`src/pkg/iesc_pkg.sv`:
```
`default_nettype none
package iesc_pkg;

	// ==========================================================
	// Access locations
	localparam logic [1:0] LOC_MEM = 2'h0;
	localparam logic [1:0] LOC_MOD = 2'h1;
	localparam logic [1:0] LOC_EXT = 2'h2;
	localparam int         LOC_W   = 2;

	// ==========================================================
	// Cycle type slots of the cost array
	localparam int SLOT_FETCH  = 0;
	localparam int SLOT_BRANCH = 1;
	localparam int SLOT_STACK  = 2;
	localparam int SLOT_BYTE   = 3;
	localparam int SLOT_WORD   = 4;
	localparam int SLOT_N      = 5;

	// ==========================================================
	// State cost per cycle
	localparam int COST_MEM          = 2;
	localparam int COST_WORD_MOD     = 6;
	localparam int COST_WORD_EXT     = 6;
	localparam int COST_WORD_WAITMUL = 2;
	localparam int COST_BYTE_MOD     = 3;
	localparam int COST_BYTE_EXT     = 3;
	localparam int COST_INTERNAL     = 1;

	// ==========================================================
	// Cycle counts of the built-in instruction classes
	localparam int CNT_ADD_FETCH   = 1;
	localparam int CNT_LONG_FETCH  = 2;
	localparam int CNT_BIT_BYTE    = 2;
	localparam int CNT_CALL_BRANCH = 1;
	localparam int CNT_CALL_STACK  = 1;

	// ==========================================================
	// Instruction classes
	typedef enum logic [2:0] {
		IC_CUSTOM       = 3'h0,
		IC_ADD_REG      = 3'h1,
		IC_ADD_IMM      = 3'h2,
		IC_BIT_SET_ABS  = 3'h3,
		IC_BIT_CLR_ABS  = 3'h4,
		IC_CALL_IND8    = 3'h5,
		IC_BRANCH_D8    = 3'h6
	} iesc_class_e;

endpackage
`default_nettype wire

```
`src/rtl/iesc_cycle_cost.sv`:
```
`timescale 1ns/100ps
`default_nettype none
module iesc_cycle_cost #(
	parameter int CNT_W   = 4,
	parameter int WAIT_W  = 3,
	parameter int RES_W   = 16,
	parameter bit IS_BYTE = 1'b0
) (
	// Cycle description
	input  wire logic [CNT_W-1:0]  i_count,
	input  wire logic [1:0]        i_loc,
	input  wire logic [WAIT_W-1:0] i_wait,
	// Weighted cost
	output logic      [RES_W-1:0]  o_states
);

	// ==========================================================
	// Per-cycle cost at the accessed location
	wire logic [RES_W-1:0] wait_term;
	wire logic [RES_W-1:0] ext_cost;
	wire logic [RES_W-1:0] mod_cost;
	wire logic [RES_W-1:0] unit_cost;

	assign wait_term = IS_BYTE ? RES_W'(i_wait)
	                           : RES_W'(RES_W'(i_wait) * RES_W'(iesc_pkg::COST_WORD_WAITMUL));
	assign ext_cost  = (IS_BYTE ? RES_W'(iesc_pkg::COST_BYTE_EXT)
	                            : RES_W'(iesc_pkg::COST_WORD_EXT)) + wait_term;
	assign mod_cost  = IS_BYTE ? RES_W'(iesc_pkg::COST_BYTE_MOD)
	                           : RES_W'(iesc_pkg::COST_WORD_MOD);
	// Code 3 is not a location; costed as external so an estimate never comes out short
	assign unit_cost = (i_loc == iesc_pkg::LOC_MEM) ? RES_W'(iesc_pkg::COST_MEM) :
	                   (i_loc == iesc_pkg::LOC_MOD) ? mod_cost : ext_cost;
	assign o_states  = RES_W'(RES_W'(i_count) * unit_cost);

endmodule
`default_nettype wire

```
`src/rtl/iesc_exec_counter.sv`:
```
`timescale 1ns/100ps
`default_nettype none
module iesc_exec_counter #(
	parameter int CNT_W  = 4,
	parameter int WAIT_W = 3,
	parameter int RES_W  = 16
) (
	// Clock and reset
	input  wire logic              i_clk,
	input  wire logic              i_rst,
	// Request
	input  wire logic              i_req,
	input  wire logic [2:0]        i_class,
	input  wire logic [WAIT_W-1:0] i_wait,
	// Access locations per cycle type
	input  wire logic [1:0]        i_loc_fetch,
	input  wire logic [1:0]        i_loc_branch,
	input  wire logic [1:0]        i_loc_stack,
	input  wire logic [1:0]        i_loc_byte,
	input  wire logic [1:0]        i_loc_word,
	// Cycle counts for the custom class
	input  wire logic [CNT_W-1:0]  i_cnt_fetch,
	input  wire logic [CNT_W-1:0]  i_cnt_branch,
	input  wire logic [CNT_W-1:0]  i_cnt_stack,
	input  wire logic [CNT_W-1:0]  i_cnt_byte,
	input  wire logic [CNT_W-1:0]  i_cnt_word,
	input  wire logic [CNT_W-1:0]  i_cnt_internal,
	// Result
	output logic                   o_valid,
	output logic      [RES_W-1:0]  o_states,
	output logic                   o_illegal
);

	// ==========================================================
	// Class decode
	wire logic is_custom;
	wire logic is_add;
	wire logic is_bit;
	wire logic is_call;
	wire logic is_branch;
	wire logic is_known;

	assign is_custom = (i_class == iesc_pkg::IC_CUSTOM);
	assign is_add    = (i_class == iesc_pkg::IC_ADD_REG) || (i_class == iesc_pkg::IC_ADD_IMM);
	assign is_bit    = (i_class == iesc_pkg::IC_BIT_SET_ABS)
	                || (i_class == iesc_pkg::IC_BIT_CLR_ABS);
	assign is_call   = (i_class == iesc_pkg::IC_CALL_IND8);
	assign is_branch = (i_class == iesc_pkg::IC_BRANCH_D8);
	assign is_known  = is_custom || is_add || is_bit || is_call || is_branch;

	// ==========================================================
	// Cycle counts per type
	wire logic [CNT_W-1:0] cnt [iesc_pkg::SLOT_N];
	wire logic [1:0]       loc [iesc_pkg::SLOT_N];
	wire logic [CNT_W-1:0] cnt_internal;

	assign cnt[iesc_pkg::SLOT_FETCH] =
		is_custom ? i_cnt_fetch :
		is_add    ? CNT_W'(iesc_pkg::CNT_ADD_FETCH) :
		(is_bit || is_call || is_branch) ?
		            CNT_W'(iesc_pkg::CNT_LONG_FETCH) : CNT_W'(0);
	assign cnt[iesc_pkg::SLOT_BRANCH] =
		is_custom ? i_cnt_branch :
		is_call   ? CNT_W'(iesc_pkg::CNT_CALL_BRANCH) : CNT_W'(0);
	assign cnt[iesc_pkg::SLOT_STACK] =
		is_custom ? i_cnt_stack :
		is_call   ? CNT_W'(iesc_pkg::CNT_CALL_STACK) : CNT_W'(0);
	assign cnt[iesc_pkg::SLOT_BYTE] =
		is_custom ? i_cnt_byte :
		is_bit    ? CNT_W'(iesc_pkg::CNT_BIT_BYTE) : CNT_W'(0);
	assign cnt[iesc_pkg::SLOT_WORD] = is_custom ? i_cnt_word : CNT_W'(0);
	assign cnt_internal             = is_custom ? i_cnt_internal : CNT_W'(0);

	assign loc[iesc_pkg::SLOT_FETCH]  = i_loc_fetch;
	assign loc[iesc_pkg::SLOT_BRANCH] = i_loc_branch;
	assign loc[iesc_pkg::SLOT_STACK]  = i_loc_stack;
	assign loc[iesc_pkg::SLOT_BYTE]   = i_loc_byte;
	assign loc[iesc_pkg::SLOT_WORD]   = i_loc_word;

	// ==========================================================
	// Weighted costs; only the byte slot uses the byte cost table
	wire logic [RES_W-1:0] cost [iesc_pkg::SLOT_N];

	genvar g;
	generate
		for (g = 0; g < iesc_pkg::SLOT_N; g++)
		begin : g_slot
			iesc_cycle_cost #(
				.CNT_W   (CNT_W),
				.WAIT_W  (WAIT_W),
				.RES_W   (RES_W),
				.IS_BYTE (g == iesc_pkg::SLOT_BYTE)
			) u_cost (
				.i_count  (cnt[g]),
				.i_loc    (loc[g]),
				.i_wait   (i_wait),
				.o_states (cost[g])
			);
		end
	endgenerate

	// ==========================================================
	// Sum of all cycle types
	wire logic [RES_W-1:0] internal_cost;
	wire logic [RES_W-1:0] next_states;

	assign internal_cost = RES_W'(RES_W'(cnt_internal) * RES_W'(iesc_pkg::COST_INTERNAL));
	assign next_states   = cost[iesc_pkg::SLOT_FETCH] + cost[iesc_pkg::SLOT_BRANCH]
	                     + cost[iesc_pkg::SLOT_STACK] + cost[iesc_pkg::SLOT_BYTE]
	                     + cost[iesc_pkg::SLOT_WORD] + internal_cost;

	// ==========================================================
	// Result registers; the count holds until the next request
	always_ff @(posedge i_clk or posedge i_rst)
	begin
		if (i_rst)
		begin
			o_valid   <= 1'b0;
			o_states  <= '0;
			o_illegal <= 1'b0;
		end
		else
		begin
			o_valid <= i_req;
			if (i_req)
			begin
				o_states  <= next_states;
				o_illegal <= !is_known;
			end
		end
	end

	wire logic cust_only_none;
	assign cust_only_none = is_custom && (i_cnt_fetch == '0) && (i_cnt_branch == '0)
	                     && (i_cnt_stack == '0) && (i_cnt_internal == '0);
endmodule
`default_nettype wire

```
`config.mk`:
```
export PLATFORM = sky130hd
export DESIGN_NAME = iesc_exec_counter
export DESIGN_NICKNAME = d
export VERILOG_FILES = /design/src/pkg/iesc_pkg.sv /design/src/rtl/iesc_cycle_cost.sv /design/src/rtl/iesc_exec_counter.sv
export SDC_FILE = /design/constraint.sdc
export NUM_CORES = 1
export LEC_CHECK = 0
export CORE_UTILIZATION = 60
export CTS_CLUSTER_DIAMETER = 50
export DETAILED_ROUTE_END_ITERATION = 6
export DONT_BUFFER_PORTS = 1
export GPL_TIMING_DRIVEN = 0
export HOLD_SLACK_MARGIN = 0.12
export PLACE_DENSITY_LB_ADDON = 0.12
export SLEW_MARGIN = 25
export SYNTH_ARGS = -nofsm -noshare
export SYNTH_HDL_FRONTEND = slang
export SYNTH_SLANG_ARGS = --single-unit
```
`constraint.sdc`:
```
create_clock -name i_clk -period 2.5 [get_ports i_clk]
set_clock_uncertainty 0.2 [all_clocks]
set_input_delay 0.125 -clock i_clk [delete_from_list [all_inputs] [get_ports i_clk]]
set_output_delay 0.125 -clock i_clk [all_outputs]
set_load 0.03 [all_outputs]
```
Word-level counts from Yosys, hierarchy flattened

Index checks and enable logic that the tools add are counted.

Register bits: 18
Output and inout bits: 18
Word-level logic and storage cells: 61

Add/sub/neg operators: 7
$mul: 5
Eq/ne operators: 11
Muxes and demuxes: 20
Reductions and logical operators: 15

Operators with widths:

| operator              | count |
|---|---|
| $mux W16              | 9 |
| $mul A4 B16 Y16       | 5 |
| $add A16 B16 Y16      | 4 |
| $mux W4               | 6 |
| $add A16 B4 Y16       | 1 |
| $eq A2 B1 Y1 const B  | 5 |
| $logic_not A2 Y1      | 5 |
| $eq A3 B3 Y1 const B  | 3 |
| $logic_or A1 B1 Y1    | 8 |
| $eq A3 B2 Y1 const B  | 2 |
| $mux W2               | 3 |
| $add A3 B4 Y5 const A | 1 |
| $mux W5               | 1 |
| $add A2 B3 Y4 const A | 1 |
| $eq A3 B1 Y1 const B  | 1 |
| $logic_not A3 Y1      | 1 |
| $logic_not A1 Y1      | 1 |
| $mux W1               | 1 |

Longest topological paths before layout

Gate-level depths: netlist (run 1).

Depth in word-level cells: 13
Gate-level depth with buffers: 23
Depth with buffers taken out: 21

Modules after synthesis

Synthesis (run 1) repeated with hierarchy kept, for this count alone.

Cell total of the unflattened synthesis: 623
Area, all modules: 5614.1 sq um

Modules (own cells, without submodules):

| module                                 | times used | cells each | area an instance (sq um) | sequential area each (sq um) |
|---|---|---|---|---|
| iesc_exec_counter                      | 1          | 277        | 2816.5                   | 450.4 |
| iesc_cycle_cost (g_slot[0].u_cost ...) | 4          | 69         | 559.3                    | 0.0 |
| iesc_cycle_cost (g_slot[3].u_cost)     | 1          | 70         | 560.5                    | 0.0 |

Worst setup path after synthesis (run 1)

Ideal clock, no wire load.

Path type: input to register
From: input i_wait[0]
To: register o_states[8]
Library setup time: 0.087 ns
Data arrival time: 6.153 ns
Required time: 2.213 ns
Setup slack: -3.940 ns
Stages: 20
Buffers on the path: 1
Cell sequence: clkbuf_1 inv_1 ha_1 xnor2_1 nand4_1 fa_1 inv_1 fa_1 fa_1 fa_1 fa_1 fa_1 inv_1 fa_1 inv_1 ha_1 o21ai_2 o21a_1 or4_1 o211ai_1

Longest elaborated chain between the ends: 9

RTL lines:

| what                          | RTL line                 | source |
|---|---|---|
| from (decl)                   | iesc_exec_counter.sv:14  | `input wire logic [WAIT_W-1:0] i_wait,` |
| $add A3 B4 Y5                 | iesc_cycle_cost.sv:27    | `: RES_W'(iesc_pkg::COST_WORD_EXT)) + wait_term;` |
| $mux W16                      | iesc_cycle_cost.sv:32    | `(i_loc == iesc_pkg::LOC_MOD) ? mod_cost : ext_cost;` |
| $mux W16                      | iesc_cycle_cost.sv:31    | `assign unit_cost = (i_loc == iesc_pkg::LOC_MEM) ? RES_W'(iesc_pkg::COST_MEM) :` |
| $mul A4 B16 Y16               | iesc_cycle_cost.sv:33    | `assign o_states = RES_W'(RES_W'(i_count) * unit_cost);` |
| $add A16 B16 Y16              | iesc_exec_counter.sv:108 | `assign next_states = cost[iesc_pkg::SLOT_FETCH] + cost[iesc_pkg::SLOT_BRANCH]` |
| $add A16 B16 Y16 (2 in a row) | iesc_exec_counter.sv:109 | `+ cost[iesc_pkg::SLOT_STACK] + cost[iesc_pkg::SLOT_BYTE]` |
| $add A16 B16 Y16 *            | iesc_exec_counter.sv:110 | `+ cost[iesc_pkg::SLOT_WORD] + internal_cost;` |
| $add A16 B4 Y16 *             | iesc_exec_counter.sv:110 |  |
| to (signal assigned)          | iesc_exec_counter.sv:127 | `o_states <= next_states;` |
| to (decl)                     | iesc_exec_counter.sv:30  | `output logic [RES_W-1:0] o_states,` |

Mark *: on every way between the ends. The rest lies on a longest branch, timed or not.
A chain may end at the register's enable or synchronous reset.

Worst setup path after layout (run 1)

Ends and elaborated chain as after synthesis.

==> flow_metrics.tcl, run 1 <==
set metrics [dict create \
    drv_cap 0 \
    io_buffers 0 \
    grt_pass1_wl_um 14200 \
    seq_area_frac_synth_pct 8.95 \
    ys_seq_elements 14 \
    die_w_um 82.8 \
    insertion_delay_ns 0.25 \
    synth_edf_count 0 \
    ys_warn_count 0 \
    cpMostUsedCell "fa_1" \
    path_cells "clkbuf_16, inv_6, ha_4, inv_4, mux2_4, and3_4, fa_1, inv_1, fa_1, inv_1, fa_1, fa_1, fa_1, fa_1, inv_1, fa_1, inv_2, ha_4, o21ai_4, o21a_1, or4_1, o211ai_1" \
    clockBufferDepth 2 \
    die_h_um 82.8 \
    core_mm2 0.00631 \
    synthCells 456 \
    fmax_ghz 0.175 \
    hold_class "in2async" \
    cts_num_sinks 14 \
    antenna_found_initial 0 \
    synth_top_flop_cell "dfrtp_1" \
    dr.pass1.iters 5 \
    dp.cells 536 \
    synth_cell_types 44 \
    drc_errors 0 \
    cts_tree "yes" \
    slew-limit-headroom_pct 59.7 \
    fillers 453 \
    vdd_ir_drop_max_mv 0.619 \
    cp-start-kind "input port" \
    syn_avg_cell_area_um2 8.58 \
    synth_area_mm2 0.00391 \
    clk_pin_slew_ns 0.07 \
    hold_violations 0 \
    synthToLayoutAreaGrowth_pct 19.6 \
    tightest_slew_ns 0.604 \
    ios 61 \
    violations "setup timing" \
    cp_data_arrival_time_ns 5.69 \
    layout.nets 650 \
    fin_crit_ns 5.72 \
    place_ws_ns -3.77 \
    numCtsBuffers 3 \
    gp_congestion 0.879 \
    grt_pass1_vias 3000 \
    p_leak_nw 2.40 \
    setup_viol_count_final 11 \
    endpoint_kind "flip-flop" \
    grt_usage_pct 28.1 \
    fin_cells 567 \
    path_max_fanout 4 \
    die-area_mm2 0.00685 \
    first_iter_violations 138 \
    fin_util_pct 74.1 \
    cp_slowest_cell "fa_1" \
    hold_ws_ns 0.226 \
    drtAntennaViolNets 0 \
    maxSlewViolCount 0 \
    start_util_pct 62.0 \
    setup_slack_ns -3.22 \
    slowest_delay_ns 0.55 \
    rsz0062_at_grt "true" \
    timing_worst_setup_path_type "in2reg" \
    drive_above_1_share_pct 20.2 \
    vias 3202 \
    wl_per_cell_um 16.3 \
    cp_data_required_time_ns 2.47 \
    grt_overflow 0 \
    grt_max_degree 15 \
    totalWireLength_um 9220 \
    synthArstFlopShare_pct 100 \
    status "finished with violations" \
    finalPower_mw 2.06 \
    power.density_mw_per_mm2 440 \
    clock-root-buffer "clkbuf_8" \
    period_share_pct 229 \
    routed_via_density 5.65 \
    diodes 0 \
    hpwl_um 7370 \
    h-tree-depth 1 \
    rows 29 \
]
## routing by layer
layer | track usage, % | vias up | part of all wire (%)
met5 | 0 | - | 0
met4 | 5.86 | 0 | 1.5
met3 | 5.71 | 14 | 8.0
met2 | 43.3 | 135 | 46
met1 | 40.9 | 1535 | 44
li1 | - | 1518 | -
## path summary, 6_finish.rpt
kind | start | to | slack (ns) | cells after the start
max in group asynchronous | i_rst | o_states[7]$_DFFE_PP0P_ | 1.48 | 2
min in group i_clk | i_cnt_internal[1] | o_states[1]$_DFFE_PP0P_ | 0.23 | 4
worst min-delay path | i_rst | o_states[5]$_DFFE_PP0P_ | 0.23 | 2
worst max-delay path | i_wait[0] | o_states[8]$_DFFE_PP0P_ | -3.22 | 22
worst min register to register | o_states[6]$_DFFE_PP0P_ | o_states[6]$_DFFE_PP0P_ | 0.50 | 2
worst max register to register | o_illegal$_DFFE_PP0P_ | o_illegal$_DFFE_PP0P_ | 0.94 | 3
## cells in the mapped netlist (3+ instances only)
master | instances | area (um2)
inv_1 | 100 | 375
fa_1 | 64 | 1280
ha_1 | 52 | 651
nor2_1 | 41 | 154
nand2_1 | 40 | 150
a21oi_1 | 14 | 70.1
dfrtp_1 | 14 | 350
and3_1 | 13 | 81.3
nand3_1 | 12 | 60.1
nand4_1 | 9 | 56.3
and2_1 | 8 | 50.1
o21ai_0 | 8 | 40.0
buf_2 | 7 | 35.0
mux2_2 | 7 | 78.8
nor2b_1 | 7 | 43.8
clkbuf_1 | 6 | 22.5
a211oi_1 | 5 | 37.5
a21o_1 | 4 | 30.0
buf_4 | 4 | 30.0
or2_1 | 4 | 25.0
mux2i_1 | 3 | 30.0
o211ai_1 | 3 | 22.5
o22ai_1 | 3 | 18.8
xnor2_1 | 3 | 26.3
## sequential cells by signal (all words and copies together) (netlist names)
| signal | count |
|---|---|
| o_illegal | 1 |
| o_states | 12 |
| o_valid | 1 |
## area by class of cell
cell class / count / area [um2] / share of cell area (%)
multi-input cells: 328 / 3400 / 72.7
flip-flops and latches: 14 / 350 / 7.48
plain buffers: 16 / 136 / 2.91
well taps: 77 / 96.3 / 2.06
inverters: 100 / 383 / 8.18
repair buffers: 28 / 258 / 5.51
clock buffers: 4 / 55.1 / 1.18
## stage by stage
step                      setup TNS, ns  instance area [um2]
after floorplan                  -30.19                 4060
after global placement           -34.82                 4160
after detailed placement         -35.34                 4160
after CTS                        -28.99                 4590
after global routing             -30.87                 4680
final                            -29.38                 4680
## critical path, delay by kind of cell
kind                       cells  cell delay, ns
adders and majority gates      9            3.95
muxes                          1            0.28
buffers and inverters          7            0.38
AOI/OAI and AO/OA              3            0.38
and+or+nand+nor                2            0.57
## kinds of logic after synthesis
group / count (synthesis) / share of synthesized area [%]
adders and majority gates: 116 / 49.4
muxes: 10 / 2.78
buffers and inverters: 117 / 11.8
DFF: 14 / 8.95
AOI/OAI and AO/OA: 54 / 9.11
and+or+nand+nor: 141 / 17.2
xor gates and xnor gates: 3 / 0.671
other: 1 / 0.0958
## placed cells by master, fill, tap and decap left out, drive strengths merged, types with 2 or more instances in the layout
| cell type | synthesis | layout |
|---|---|---|
| conb | 1 | 4 |
| fa | 64 | 64 |
| nor2b | 7 | 7 |
| mux2 | 7 | 7 |
| or2 | 6 | 6 |
| clkbuf | 6 | 9 |
| inv | 100 | 100 |
| nor3b | 2 | 2 |
| and2 | 8 | 8 |
| nand4 | 9 | 9 |
| o21ai | 11 | 11 |
| o21a | 2 | 2 |
| dfrtp | 14 | 14 |
| nand2 | 40 | 40 |
| nor2 | 42 | 42 |
| o211ai | 3 | 3 |
| mux2i | 3 | 3 |
| buf | 11 | 34 |
| a21oi | 14 | 14 |
| ha | 52 | 52 |
| dlygate4sd3 | 0 | 5 |
| o21bai | 2 | 2 |
| o22ai | 3 | 3 |
| a211oi | 5 | 5 |
| a21o | 5 | 5 |
| and3 | 13 | 13 |
| xnor2 | 3 | 3 |
| nand3 | 12 | 12 |
## what timing repair did
item | in CTS | in global routing
pin swaps | 39 | 12
setup endpoints to repair | 11 | 11
hold buffers | 5 | 0
resized for setup | 43 | 17
endpoints found under the hold margin | 22 | 0
buffers inserted | 19 | 4
## power breakdown
part	switching (mW)	total [mW]	internal (mW)
Combinational	0.689	1.41	0.720
Clock	0.0916	0.231	0.140
Sequential	0.140	0.419	0.278
Note: power is estimated with default switching activity, not from simulation.
==> inputs of run 2 (changes only) <==
==> constraint.sdc (replaced) <==
create_clock -name i_clk -period 5.5 [get_ports i_clk]
set_clock_uncertainty 0.2 [all_clocks]
set_input_delay 0.275 -clock i_clk [delete_from_list [all_inputs] [get_ports i_clk]]
set_output_delay 0.275 -clock i_clk [all_outputs]
set_load 0.03 [all_outputs]
==> run 2 against run 1 <==
Against the previous run: the flow still finishes with violations (setup timing); non-clock buffer count shrank 9; critical path depth fell by 2; cell count shrank 1.6%; largest cell class unchanged; first-iteration DRC count is 60% higher; combinational power is 56% lower; die area stayed put; hold slack got worse by 0.062 ns; routed wire length shrank 3.7%; total power fell by 55%.
==> flow_metrics.tcl, run 2 (synthesis results as in run 1) <==
set metrics [dict create \
    drv_cap 0 \
    timing_worst_setup_path_type "in2reg" \
    final_common_cell "inv_1" \
    p_leak_nw 2.33 \
    clock-root-buffer "clkbuf_8" \
    reg2reg_depth 3 \
    setup_viol_count_final 8 \
    worst_hold_path.num_cells 3 \
    setup_slack_ns -0.383 \
    vias 3176 \
    netSwitchingPower_mw 0.416 \
    grt_pass1_wl_um 14000 \
    cts_tree "yes" \
    io_buffers 0 \
    h-tree-depth 1 \
    wl_per_cell_um 15.9 \
    synthToLayoutAreaGrowth_pct 16.4 \
    endpoint_kind "flip-flop" \
    first_iter_violations 221 \
    clockBufferDepth 2 \
    sequentialPowerShare_pct 20.6 \
    layout_common_cells "96 x inv_1, 61 x fa_1, 46 x ha_1" \
    rows 29 \
    hpwl_um 7190 \
    tightest_slew_ns 0.559 \
    clkPwrFrac_pct 11.2 \
    clk_pin_slew_ns 0.06 \
    hold_violations 0 \
    comb_power_share_pct 68.2 \
    ios 61 \
    status "finished with violations" \
    grt_usage_pct 27.8 \
    diodes 0 \
    core_mm2 0.00631 \
    cp_data_arrival_time_ns 5.85 \
    swShare_pct 45.3 \
    largest_reg_flops 12 \
    grt_max_degree 15 \
    antenna_found_initial 0 \
    fillers 480 \
    largest_registers "o_states x12, o_illegal x1, o_valid x1" \
    drc_errors 0 \
    vdd_ir_drop_max_mv 0.382 \
    violations "setup timing" \
    drtAntennaViolNets 0 \
    drive_above_1_share_pct 16.8 \
    layout.nets 641 \
    startpoint "i_class[0]" \
    rsz0062_at_grt "true" \
    start_util_pct 62.0 \
    fmax_ghz 0.170 \
    die-area_mm2 0.00685 \
    cts_num_sinks 14 \
    numCtsBuffers 3 \
    path_max_fanout 10 \
    fin_crit_ns 5.88 \
    die_w_um 82.8 \
    dp.cells 536 \
    dpl_cell_area_mm2 0.00412 \
    dr.pass1.iters 5 \
    worstSetupEndpoint "o_states[8]$_DFFE_PP0P_" \
    r2r_start "o_states[8]$_DFFE_PP0P_" \
    rrSetupSlack_ns 4.15 \
    power.density_mw_per_mm2 202 \
    cp_data_required_time_ns 5.46 \
    final_area_mm2 0.00456 \
    rr_endpoint "o_states[8]$_DFFE_PP0P_" \
    period_share_pct 107 \
    finalPower_mw 0.919 \
    slew-limit-headroom_pct 62.7 \
    maxSlewViolCount 0 \
    p_int_mw 0.503 \
    top_register "o_states" \
    die_h_um 82.8 \
    hold_class "in2reg" \
    routed_via_density 5.69 \
    insertion_delay_ns 0.25 \
    gp_congestion 0.876 \
    fin_cells 558 \
    grt_overflow 0 \
    grt_pass1_vias 2975 \
    totalWireLength_um 8880 \
    cp-start-kind "input port" \
]
## run 2: changes by cell type in the layout (fill, tap and decap cells not counted), sizes merged
cell	delta
dlygate4sd3	-2
buf	-7
## run 2: worst min-delay path by stage
stage	start	endpoint
after floorplan	i_rst	o_illegal$_DFFE_PP0P_
after global placement	i_rst	o_valid$_DFF_PP0_
after detailed placement	i_rst	o_valid$_DFF_PP0_
after CTS	i_class[2]	o_illegal$_DFFE_PP0P_
after global routing	i_req	o_states[7]$_DFFE_PP0P_
final	i_class[2]	o_illegal$_DFFE_PP0P_
## run 2: power by group through the flow
stage | sequential, mW | clock [mW] | combinational [mW]
2_1_floorplan | 0.188 | 0 | 0.332
3_3_place_gp | 0.191 | 0 | 0.399
3_5_place_dp | 0.192 | 0 | 0.422
4_1_cts | 0.190 | 0.105 | 0.579
5_1_grt | 0.192 | 0.112 | 0.691
6_report | 0.189 | 0.103 | 0.627
## run 2: layer usage
layer / vias to the layer above / global-route usage, % / wire length, um
met3: 4 / 4.95 / 726
met2: 126 / 45.5 / 4320
met1: 1552 / 39.9 / 3800
met5: - / 0 / 0
met4: 0 / 2.59 / 25
li1: 1494 / - / -
## run 2: per-stage QoR
| stage | setup TNS [ns] | utilization (%) | hold WS, ns | setup WS (ns) |
|---|---|---|---|---|
| 2_1_floorplan | -2.34 | - | -0.0358 | -0.410 |
| 3_3_place_gp | -6.18 | 65.3 | 0.0266 | -0.878 |
| 3_5_place_dp | -6.62 | 65.3 | 0.0531 | -0.873 |
| 4_1_cts | -1.87 | 71.0 | 0.155 | -0.360 |
| 5_1_grt | -3.32 | 72.2 | 0.179 | -0.542 |
| 6_report | -2.08 | 72.2 | 0.164 | -0.383 |
## run 2: area by class of cell
class	instances	area (um2)	area share (%)
multi-input combinational	328	3350	73.5
inverter	100	380	8.35
sequential	14	350	7.69
timing repair buffer	19	195	4.28
buffer	16	131	2.88
tap	77	96.3	2.11
clock buffer	4	55.1	1.21
## run 2: timing repair
action	4_1_cts	5_1_grt
pin swaps	29	16
setup buffers	15	2
hold endpoints to repair	19	0
resized for setup	34	14
hold buffers	3	0
setup endpoints to repair	9	9
## run 2: critical path, stage by stage
cell	delay (ns)
or2_4	0.24
nor2_4	0.15
buf_12	0.14
buf_6	0.14
nand3_1	0.11
fa_1	0.51
fa_1	0.54
inv_1	0.05
fa_1	0.59
fa_1	0.46
fa_1	0.46
fa_1	0.49
inv_1	0.05
fa_1	0.49
inv_2	0.05
ha_4	0.29
o21ai_4	0.07
o21a_4	0.21
or4_1	0.40
o211ai_1	0.10
